===== config.mk =====
export PLATFORM = sky130hd
export DESIGN_NAME = cbs_sequencer
export DESIGN_NICKNAME = d
export VERILOG_FILES = /design/src/common/cbs_pkg.sv /design/src/cbs_sequencer.sv
export SDC_FILE = /design/constraint.sdc
export NUM_CORES = 1
export LEC_CHECK = 0
export BUFFER_PORTS_ARGS = -buffer_cell sky130_fd_sc_hd__buf_2
export CAP_MARGIN = 10
export CORE_AREA = 4 4 86 88
export CTS_CLUSTER_SIZE = 24
export DETAILED_ROUTE_END_ITERATION = 8
export DIE_AREA = 0 0 90 92
export PLACE_DENSITY_LB_ADDON = 0.25
export SETUP_SLACK_MARGIN = 0.2
export SLEW_MARGIN = 10
export SYNTH_ARGS = -nofsm -noshare
export SYNTH_HDL_FRONTEND = slang
export SYNTH_SLANG_ARGS = --single-unit

===== constraint.sdc =====
create_clock -name clk_sys -period 2.95 [get_ports clk_sys]
set_clock_uncertainty 0.2 [all_clocks]
set_input_delay 0.295 -clock clk_sys [delete_from_list [all_inputs] [get_ports clk_sys]]
set_output_delay 0.295 -clock clk_sys [all_outputs]
set_load 0.1 [all_outputs]

===== src/common/cbs_pkg.sv =====
// Purpose: Shared types and constants for the bus cycle sequencer
// Assumes: clk_sys at 50 MHz, one state is a fixed run of clk_sys cycles
// Notes:   Every timing and limit number the sequencer uses is named here once; opcodes stay in the sequencer
package cbs_pkg;

	// -------------------------------------------------------------
	// Timing
	// -------------------------------------------------------------
	localparam int STATE_NS  = 508;  // Shortest allowed length of one bus state
	localparam int CLK_NS    = 20;   // clk_sys period
	// Least time, so round up to whole clk_sys cycles
	localparam int STATE_CYC = (STATE_NS + CLK_NS - 1) / CLK_NS;
	localparam int HALF_CYC  = STATE_CYC / 2;  // Mid-state strobe point
	localparam logic [4:0] STATE_LAST = 5'(STATE_CYC - 1);
	localparam logic [4:0] STATE_MID  = 5'(HALF_CYC - 1);

	// -------------------------------------------------------------
	// Instruction limits
	// -------------------------------------------------------------
	localparam logic [2:0] MAX_MCYC   = 3'h5;  // Machine cycles per instr
	localparam logic [1:0] MAX_FETCH  = 2'h3;  // Fetch cycles per instr
	localparam int         MIN_STATES = 3;     // Shortest machine cycle
	localparam int         MAX_STATES = 6;     // Longest machine cycle

	// -------------------------------------------------------------
	// Reset values of the bus pins
	// -------------------------------------------------------------
	localparam logic       RST_STROBE_N = 1'h1;  // Strobes idle high
	localparam logic [7:0] RST_BYTE     = 8'h00;

	// Bus states: idle, T1..T6 plus the wait state
	typedef enum logic [2:0] {
		CBS_IDLE = 3'h0,
		CBS_T1   = 3'h1,
		CBS_T2   = 3'h2,
		CBS_T3   = 3'h3,
		CBS_T4   = 3'h4,
		CBS_T5   = 3'h5,
		CBS_T6   = 3'h6,
		CBS_TW   = 3'h7
	} cbs_state_t;

	// Kinds of machine cycle
	typedef enum logic [2:0] {
		CBS_FETCH  = 3'h0,
		CBS_MEM_RD = 3'h1,
		CBS_IO_RD  = 3'h2,
		CBS_MEM_WR = 3'h3,
		CBS_IO_WR  = 3'h4
	} cbs_kind_t;

	// Machine cycle request from the core
	typedef struct packed {
		logic        instr_start;  // First cycle of a new instruction
		cbs_kind_t   kind;
		logic [15:0] addr;
		logic [7:0]  wdata;
	} cbs_req_t;

	// Bus pins driven by the sequencer
	typedef struct packed {
		logic       io_m;                  // High for port cycles
		logic       ale;                   // Address latch strobe
		logic       rd_n;
		logic       wr_n;
		logic [7:0] high_address_lines;
		logic [7:0] shared_addr_data_out;
		logic       shared_addr_data_oe;   // High while driving
	} cbs_bus_t;

endpackage : cbs_pkg


===== src/cbs_sequencer.sv =====
// Purpose: Processor-side sequencer of multiplexed-bus machine cycles
// Assumes: Inputs synchronous to clk_sys; rst synchronous, active high
// Notes:   Runs fetch, memory read, port read and write cycles state
//          by state; a state lasts STATE_CYC clocks of clk_sys.
//
// Summary of operation
// - Machine cycle spans three to six states
// - One state lasts 26 clocks, 520 ns, at least 508 ns
// - Three states; fetch takes four or six
// - At most five machine cycles per instruction
// - Instruction starts with fetch, one per byte
// - Port instructions: fetch, read, port transfer
// - Status line low at T1 for memory
// - High address from T1 held past T4
// - Low address on shared lines one state
// - Latch strobe asserted during T1
// - Read strobe low at T2; target drives
// - T3 captures byte, then read strobe high
// - Fetch decodes in T4, maybe T5/T6
// - Ready sampled in T2; wait until high
// - Wait states freeze every bus output
// - Off-board ready low until acknowledge
// - Memory read: three states, fetch timing
// - Port read: status high, duplicated address
// - Write drives data and write strobe
`timescale 1ns/100ps
`default_nettype none

module cbs_sequencer (
	input  wire logic             clk_sys,
	input  wire logic             rst,
	input  wire logic             req_valid,
	output logic                  req_ready,
	input  wire cbs_pkg::cbs_req_t req,
	output logic                  rsp_valid,
	output logic [7:0]            rsp_data,
	output logic [7:0]            opcode_reg,
	output logic [7:0]            acc_reg,
	output logic [7:0]            work_reg,
	output var cbs_pkg::cbs_bus_t bus_reg,
	input  wire logic [7:0]       shared_addr_data_in,
	input  wire logic             ready
);

	// -------------------------------------------------------------
	// Declarations
	// -------------------------------------------------------------
	cbs_pkg::cbs_state_t state_reg;      // Current bus state
	cbs_pkg::cbs_state_t state_next;
	cbs_pkg::cbs_kind_t  kind_reg;       // Kind of running cycle
	cbs_pkg::cbs_kind_t  eff_kind;       // Kind of offered request
	logic [4:0]          tick_reg;       // Clocks into the state
	logic [2:0]          mcyc_reg;       // Machine cycles this instr
	logic [1:0]          fetch_reg;      // Fetch cycles this instr
	logic [7:0]          port_reg;       // Last memory-read byte: port number
	logic                six_reg;        // Fetched opcode needs T5/T6
	logic                state_end;      // Last clock of a state
	logic                state_mid;      // Mid-state capture point
	logic                cycle_last;     // Last clock of machine cycle
	logic                permitted;      // Request fits instruction
	logic                accept;         // Request taken this clock
	logic                is_read;
	logic                is_write;
	logic [7:0]          wdata_reg;      // Write data held until T2

	// Opcodes that need two more states after decode
	function automatic logic needs_six(input logic [7:0] op);
		needs_six = (op[7:6] == 2'h0 && op[2:0] == 3'h3) ||  // pair inc/dec
			(op == 8'he9) || (op == 8'hf9) ||             // pc/sp load
			(op[7:6] == 2'h3 && op[3:0] == 4'h5) ||       // push
			(op[7:6] == 2'h3 && op[2:0] == 3'h4) ||       // cond call
			(op == 8'hcd) ||                              // call
			(op[7:6] == 2'h3 && op[2:0] == 3'h7);         // restart
	endfunction : needs_six

	// -------------------------------------------------------------
	// Request acceptance
	// -------------------------------------------------------------
	// New instructions always open with a fetch
	always_comb begin
		eff_kind = req.instr_start ? cbs_pkg::CBS_FETCH : req.kind;
	end

	assign is_read  = (kind_reg == cbs_pkg::CBS_FETCH) ||
		(kind_reg == cbs_pkg::CBS_MEM_RD) || (kind_reg == cbs_pkg::CBS_IO_RD);
	assign is_write = !is_read;

	// Tick counter marks state boundaries
	assign state_end = (tick_reg == cbs_pkg::STATE_LAST);
	assign state_mid = (tick_reg == cbs_pkg::STATE_MID);

	// A machine cycle ends after T3, T4 or T6
	always_comb begin
		cycle_last = 1'b0;
		if (state_end) begin
			case (state_reg)
				cbs_pkg::CBS_T3: cycle_last = (kind_reg != cbs_pkg::CBS_FETCH);
				cbs_pkg::CBS_T4: cycle_last = !six_reg;
				cbs_pkg::CBS_T6: cycle_last = 1'b1;
				default:         cycle_last = 1'b0;
			endcase
		end
	end

	// Cycles beyond the instruction limits wait for a new start
	assign permitted = req.instr_start || ((mcyc_reg < cbs_pkg::MAX_MCYC) &&
		(eff_kind != cbs_pkg::CBS_FETCH || fetch_reg < cbs_pkg::MAX_FETCH));

	// Handshake is combinational; taken only between machine cycles
	assign req_ready = permitted &&
		(state_reg == cbs_pkg::CBS_IDLE || cycle_last);
	assign accept = req_valid && req_ready;

	// -------------------------------------------------------------
	// State sequencing
	// -------------------------------------------------------------
	always_comb begin
		state_next = state_reg;
		case (state_reg)
			cbs_pkg::CBS_IDLE: begin
				if (accept) begin
					state_next = cbs_pkg::CBS_T1;
				end
			end
			cbs_pkg::CBS_T1: begin
				if (state_end) begin
					state_next = cbs_pkg::CBS_T2;
				end
			end
			// Ready looked at only on the state-ending edge, so a glitch
			// mid-state cannot cut short the target's access time
			cbs_pkg::CBS_T2, cbs_pkg::CBS_TW: begin
				if (state_end) begin
					state_next = ready ? cbs_pkg::CBS_T3 : cbs_pkg::CBS_TW;
				end
			end
			cbs_pkg::CBS_T3: begin
				if (state_end) begin
					if (kind_reg == cbs_pkg::CBS_FETCH) begin
						state_next = cbs_pkg::CBS_T4;
					end else begin
						state_next = accept ? cbs_pkg::CBS_T1 : cbs_pkg::CBS_IDLE;
					end
				end
			end
			cbs_pkg::CBS_T4: begin
				if (state_end) begin
					if (six_reg) begin
						state_next = cbs_pkg::CBS_T5;
					end else begin
						state_next = accept ? cbs_pkg::CBS_T1 : cbs_pkg::CBS_IDLE;
					end
				end
			end
			cbs_pkg::CBS_T5: begin
				if (state_end) begin
					state_next = cbs_pkg::CBS_T6;
				end
			end
			cbs_pkg::CBS_T6: begin
				if (state_end) begin
					state_next = accept ? cbs_pkg::CBS_T1 : cbs_pkg::CBS_IDLE;
				end
			end
			default: state_next = cbs_pkg::CBS_IDLE;
		endcase
	end

	// State register
	always_ff @(posedge clk_sys) begin
		if (rst) begin
			state_reg <= cbs_pkg::CBS_IDLE;
		end else begin
			state_reg <= state_next;
		end
	end

	// Each state is a fixed number of system clocks
	always_ff @(posedge clk_sys) begin
		if (rst || state_reg == cbs_pkg::CBS_IDLE || state_end) begin
			tick_reg <= 5'h00;
		end else begin
			tick_reg <= tick_reg + 5'h01;
		end
	end

	// -------------------------------------------------------------
	// Instruction bookkeeping
	// -------------------------------------------------------------
	always_ff @(posedge clk_sys) begin
		if (rst) begin
			kind_reg  <= cbs_pkg::CBS_FETCH;
			mcyc_reg  <= 3'h0;
			fetch_reg <= 2'h0;
		end else if (accept) begin
			kind_reg  <= eff_kind;
			mcyc_reg  <= req.instr_start ? 3'h1 : mcyc_reg + 3'h1;
			if (req.instr_start) begin
				fetch_reg <= 2'h1;
			end else if (eff_kind == cbs_pkg::CBS_FETCH) begin
				fetch_reg <= fetch_reg + 2'h1;
			end
		end
	end

	// -------------------------------------------------------------
	// Bus pins
	// -------------------------------------------------------------
	// Only state edges and mid-T3 change pins; wait states touch nothing here,
	// which freezes the bus exactly as T2 left it
	always_ff @(posedge clk_sys) begin
		if (rst) begin
			bus_reg.io_m                 <= 1'b0;
			bus_reg.ale                  <= 1'b0;
			bus_reg.rd_n                 <= cbs_pkg::RST_STROBE_N;
			bus_reg.wr_n                 <= cbs_pkg::RST_STROBE_N;
			bus_reg.high_address_lines   <= cbs_pkg::RST_BYTE;
			bus_reg.shared_addr_data_out <= cbs_pkg::RST_BYTE;
			bus_reg.shared_addr_data_oe  <= 1'b0;
		end else if (accept) begin
			// Port cycles use the port number on both address halves
			bus_reg.io_m <= (eff_kind == cbs_pkg::CBS_IO_RD) ||
				(eff_kind == cbs_pkg::CBS_IO_WR);
			bus_reg.ale  <= 1'b1;
			if (eff_kind == cbs_pkg::CBS_IO_RD || eff_kind == cbs_pkg::CBS_IO_WR) begin
				bus_reg.high_address_lines   <= port_reg;
				bus_reg.shared_addr_data_out <= port_reg;
			end else begin
				bus_reg.high_address_lines   <= req.addr[15:8];
				bus_reg.shared_addr_data_out <= req.addr[7:0];
			end
			bus_reg.shared_addr_data_oe <= 1'b1;
		end else if (state_reg == cbs_pkg::CBS_T1 && state_end) begin
			bus_reg.ale <= 1'b0;
			if (is_write) begin
				// Writes keep driving the lines, now with the data
				bus_reg.shared_addr_data_out <= wdata_reg;
				bus_reg.wr_n                 <= 1'b0;
			end else begin
				bus_reg.shared_addr_data_oe <= 1'b0;
				bus_reg.rd_n                <= 1'b0;
			end
		end else if (state_reg == cbs_pkg::CBS_T3 && state_mid) begin
			bus_reg.rd_n <= 1'b1;
			bus_reg.wr_n <= 1'b1;
		end
	end

	// Write data held from acceptance until T2
	always_ff @(posedge clk_sys) begin
		if (rst) begin
			wdata_reg <= cbs_pkg::RST_BYTE;
		end else if (accept) begin
			wdata_reg <= req.wdata;
		end
	end

	// -------------------------------------------------------------
	// Read data capture
	// -------------------------------------------------------------
	// Byte taken mid-T3, in the same clock the read strobe rises
	always_ff @(posedge clk_sys) begin
		if (rst) begin
			rsp_valid  <= 1'b0;
			rsp_data   <= cbs_pkg::RST_BYTE;
			opcode_reg <= cbs_pkg::RST_BYTE;
			acc_reg    <= cbs_pkg::RST_BYTE;
			work_reg   <= cbs_pkg::RST_BYTE;
			port_reg   <= cbs_pkg::RST_BYTE;
			six_reg    <= 1'b0;
		end else begin
			rsp_valid <= 1'b0;
			if (state_reg == cbs_pkg::CBS_T3 && state_mid && is_read) begin
				rsp_valid <= 1'b1;
				rsp_data  <= shared_addr_data_in;
				case (kind_reg)
					cbs_pkg::CBS_FETCH: begin
						opcode_reg <= shared_addr_data_in;
						six_reg    <= needs_six(shared_addr_data_in);
					end
					cbs_pkg::CBS_MEM_RD: begin
						work_reg <= shared_addr_data_in;
						port_reg <= shared_addr_data_in;
					end
					cbs_pkg::CBS_IO_RD: acc_reg <= shared_addr_data_in;
					default: work_reg <= work_reg;
				endcase
			end
		end
	end
endmodule : cbs_sequencer

`default_nettype wire


==> flow_summary.toml, run 1 <==
[drt]
drt.antenna.violating_nets = 0
viasPerCell = 5.33
vias = 2843
drc_errors = 0
drtIter0Drc = 126
post_drt_wl_per_cell_um = 14.8
drtPass1Iterations = 4
wirelength_um = 7900

[logic_synthesis]
ys_ff_latch = 79
synthTopCellsByCount = "dfxtp_1, nor2_1, mux2i_1, a211oi_1"
syn_inst = 353
ys_warn_count = 0
ys_types = 46
synth-edff-count = 0
synth_area_leaders = "dfxtp_1, mux2i_1, nor2_1"
ys.flop_type = "dfxtp_1"
avgSynthCellArea_um2 = 9.59
seq_area_frac_synth_pct = 46.7
syn-num-nets = 398
synth.largest_area_cell = "dfxtp_1"
synth_area_um2 = 3390
synth.top_cell.area_share_pct = 46.7
synth.most_common_cell = "dfxtp_1"
async_flop_share_pct = 0

[sta]
whs_ps = 13.0
maxSlewViolCount = 0
worst_pin_slew_ps = 947
hold_viol = 0
relSlewSlack_pct = 36.9
finalCritPeriodShare_pct = 88.9
setup_tns_ps = 0
max_freq_mhz = 381
finalSetupViolations = 0
period_minus_slack_ps = 2620
grt_setup_unrepaired = "no"

[setup_path]
critPathRequiredTime_ps = 2460
critPathLaunchType = "register"
cp.arrival_ps = 2130
critPathKind = "reg2out"
cp-end-kind = "output pin"
worstPathMaxFanout = 8

[power]
powerDensity_nw_per_um2 = 583
p_leak_uw = 0.00188
vdd_drop_max_v = 0.000351
p_total_uw = 2460

[global_routing]
grt_pass1_wl_um = 13000
antenna_found_initial = 0
grt_start_max_net_pins = 58
grt_usage_pct = 19.3
grt_pass1_vias = 2725
globalRouteOverflowTotal = 0

[clock_network]
cts_tree = "built"
clk_pin_slew_ps = 80
cts_made_buffers = 9
root_buffer = "clkbuf_8"
cts_setup_buffers = 0
cts_buffer_depth = 2
clock_latency_ps = 350
htree_levels = 3
clock_sinks = 79

[floorplan]
fp-row-count = 30
fp.coreArea_um2 = 6640
die-area_um2 = 8280
initial_core_util_pct = 51.0
fp.dieH_um = 92
ioPinCount = 95
die_w_um = 90

[finish]
area_delta_synth_final_pct = 24.3
largest_reg_flops = 21
drive_above_1_share_pct = 29.6
fin_nets = 493
antenna_cells = 0

[placed_design]
numPortBuffers = 94
dp_hpwl_um = 5520
routabilityCongestion = 0.781

[status]
status = "finished, final reports clean"

[flow_run]
max-cap-violations = 0

[worst_hold_path]
hold_class = "in2reg"
==> final timing paths <==
path                             startpoint            to  slack (ps)  cells after the start
worst max-delay path            tick_reg[0]     req_ready         330                      5
worst min-delay path                 req[5]  wdata_reg[5]          10                      3
worst max register to register  tick_reg[0]    bus_reg[4]         460                      6
worst min register to register  bus_reg[18]   bus_reg[18]         250                      2
==> critical path, stage by stage (launching register included) <==
cell	delay [ps]
dfxtp_1	410
ha_1	190
and4b_1	350
and4_1	330
o31a_1	160
clkbuf_4	330
==> final cells by class <==
class                   instances  area, µm²
multi-input cells             246       1700
well taps                      80        100
fillers                       572       2430
clock inverters                 6       92.6
flip-flops and latches         79       1580
repair buffers                106        578
clock buffers                  10        138
inverters                       6       22.5
==> routing by layer <==
metal	share of wire (%)	track usage (%)	vias up
met1	46	25.4	1323
met5	0	0	-
met2	47	30.9	73
met4	1.4	7.78	0
met3	5.3	3.94	10
li1	-	-	1437
==> metrics by stage <==
stage	worst slack [ps]	cells	instance area, µm²	utilization, %
after global placement	599	511	3920	58.9
after floorplan	440	353	3390	-
after CTS	240	532	4200	63.2
after global routing	219	533	4210	63.4
after detailed placement	493	511	3920	58.9
final	329	533	4210	63.4
==> placed cells by master, fill, tap and decap left out, types with 7 or more instances in the layout <==
| cell type | n |
|---|---|
| buf_2 | 93 |
| dfxtp_1 | 79 |
| nor2_1 | 71 |
| mux2i_1 | 56 |
| a211oi_1 | 17 |
| nand2_1 | 14 |
| a21oi_1 | 12 |
| clkbuf_8 | 10 |
| mux2_2 | 8 |
| nand3_1 | 7 |
==> where the power goes <==
| part | switching (µW) | total (µW) | internal, µW | leakage, µW |
|---|---|---|---|---|
| combinational | 306 | 417 | 111 | 0.00113 |
| sequential | 26.0 | 1130 | 1110 | 0.000643 |
| clock | 404 | 907 | 504 | 0.000109 |
==> logic make-up (layout without fill, tap and decap cells) <==
kind of cell / Yosys count / count (layout) / share of synthesized area, %
simple gates: 121 / 121 / 16.4
fa+ha+maj: 5 / 5 / 1.85
buf+inv: 28 / 128 / 3.58
mux: 64 / 64 / 19.2
flops: 79 / 79 / 46.7
compound gates: 52 / 52 / 11.2
xor+xnor: 4 / 4 / 1.03
==> repair_timing <==
| item | in CTS | in global routing |
|---|---|---|
| setup endpoints to repair | 0 | 1 |
| gates resized for setup | 0 | 1 |
| hold buffers | 5 | 1 |
| hold endpoints to repair | 5 | 1 |
No activity file was read; power rests on OpenSTA's default activity.
==> run 2: changes to the inputs <==
- BUFFER_PORTS_ARGS: -buffer_cell sky130_fd_sc_hd__buf_2 -> unset
- CORE_AREA: 4 4 86 88 -> 2 2 82 84
- DIE_AREA: 0 0 90 92 -> 0 0 84 86
- DONT_BUFFER_PORTS: unset -> 1
==> run 2 against run 1 <==
  * Cell count is 9.9% lower
  * Non-clock buffer count is 50 lower
  * Design area is 1.8% lower
  * Critical path depth stayed put
  * Sequential share of layout area is 0.67 points higher
  * Count of clock-buffer cells in the layout is 1 higher
  * Fmax is 4.0% higher
  * Flip-flop and latch count stayed put
  * First-iteration DRC count is 17% lower
  * Highest routed layer unchanged
==> flow_summary.toml, run 2 (synthesis results as in run 1) <==
[placed_design]
dp_worst_setup_slack_ps = 477
place_area_um2 = 3580
routabilityCongestion = 0.886
dp.cells = 433
dp_hpwl_um = 5170
numPortBuffers = 0

[floorplan]
initial_core_util_pct = 54.0
fp-row-count = 29
die_w_um = 84
die-area_um2 = 7220
fp.coreArea_um2 = 6280
fp.dieH_um = 86
ioPinCount = 95

[finish]
largest_reg_flops = 21
instances_no_fill = 480
most-common-layout-cells = "dfxtp_1, nor2_1, mux2i_1, dlygate4sd3_1, buf_4"
area_delta_synth_final_pct = 22.1
design_area_um2 = 4140
final_core_util_pct = 65.9
drive_above_1_share_pct = 14.6
layout_commonest_cell = "dfxtp_1"
fin_nets = 443
antenna_cells = 0

[clock_network]
cts_buffer_depth = 2
cts_tree = "built"
cts_made_buffers = 9
htree_levels = 3
clock_latency_ps = 340
clock_sinks = 79
clk_pin_slew_ps = 80
root_buffer = "clkbuf_8"
cts-resized-gates = 0

[sta]
finalCritPeriodShare_pct = 85.5
relSlewSlack_pct = 33.4
maxSlewViolCount = 0
hold_viol = 0
setup_tns_ps = 0
grt_setup_unrepaired = "no"
max_freq_mhz = 397
worst_pin_slew_ps = 997
setup_ws_ps = 429
finalSetupViolations = 0
period_minus_slack_ps = 2520

[power]
p_switching_uw = 710
p_leak_uw = 0.00165
power_frac_seq_pct = 50.1
p_int_uw = 1720
swShare_pct = 29.2
power_frac_clock_pct = 36.4
comb_power_share_pct = 13.5
vdd_drop_max_v = 0.000391
powerDensity_nw_per_um2 = 589

[setup_path]
cp.arrival_ps = 2030
critPathKind = "reg2out"
worstPathMaxFanout = 8
critPathRequiredTime_ps = 2460
cp-end-kind = "output pin"
critPathLaunchType = "register"

[drt]
drt.antenna.violating_nets = 0
viasPerCell = 5.66
post_drt_wl_per_cell_um = 16.9
vias = 2718
drtIter0Drc = 105
drc_errors = 0
wirelength_um = 8090
drtPass1Iterations = 4

[global_routing]
grt_pass1_vias = 2635
grt-busiest-layer = "met2"
grt_usage_pct = 22.6
grtUsageMet3_pct = 7.60
grt_use_met2_pct = 36.1
met1_usage_pct = 28.6
grt_pass1_wl_um = 13000
antenna_found_initial = 0
grt_start_max_net_pins = 74
globalRouteOverflowTotal = 0

[status]
status = "finished, final reports clean"

[worst_hold_path]
hold_class = "in2reg"

[flow_run]
max-cap-violations = 0
-- run 2: cell types whose count changed in the layout (fill, tap and decap cells not counted), sizes merged --
cell         previous run  this run
inv                     7         6
clkinv                  1         2
buf                    99        26
dlygate4sd3             6        30
clkinvlp                2         1
-- run 2: layout make-up --
cell class	count	area, µm²
Fill cell	507	2140
Multi-Input combinational cell	246	1700
Sequential cell	79	1580
Timing Repair Buffer	56	515
Clock buffer	11	141
Tap cell	77	96.3
Clock inverter	5	81.3
Inverter	6	22.5
-- run 2: what timing repair did --
| action | CTS | global route |
|---|---|---|
| hold endpoints to repair | 74 | 0 |
| hold buffers | 31 | 0 |
| setup buffers | 0 | 0 |
-- run 2: worst max-delay path, stage by stage (launching register included) --
cell,delay [ps]
dfxtp_1,400
ha_1,190
and4b_1,340
and4_1,320
o31a_1,140
buf_4,290
-- run 2: routing by layer --
layer | part of all wire (%) | vias up | routed length, µm
met2 | 47 | 91 | 3840
met4 | 1.5 | 0 | 122
met1 | 44 | 1279 | 3550
met5 | 0 | - | 0
li1 | - | 1335 | -
met3 | 7.2 | 13 | 581
-- run 2: power groups by stage --
stage                     Clock (µW)  Sequential (µW)  Combinational [µW]
final                            886             1220                 328
after global routing             947             1220                 350
after CTS                        900             1220                 325
after detailed placement           0             1240                 267
after global placement             0             1240                 262
after floorplan                    0             1320                 154
-- run 2: final timing paths --
path                        to        start  depth (start not counted)  slack (ps)
setup / recovery     req_ready  tick_reg[0]                          5         430
hold / removal      bus_reg[4]      req[11]                          2           8
setup reg to reg  wdata_reg[1]  tick_reg[1]                          8         460
hold reg to reg    bus_reg[19]  bus_reg[19]                          2         260
-- run 2: stage by stage --
step                      hold slack, ps  power [µW]
after floorplan                      239        1470
after detailed placement             179        1510
after global routing                4.71        2520
after CTS                          0.127        2440
final                               8.01        2430
after global placement               175        1510
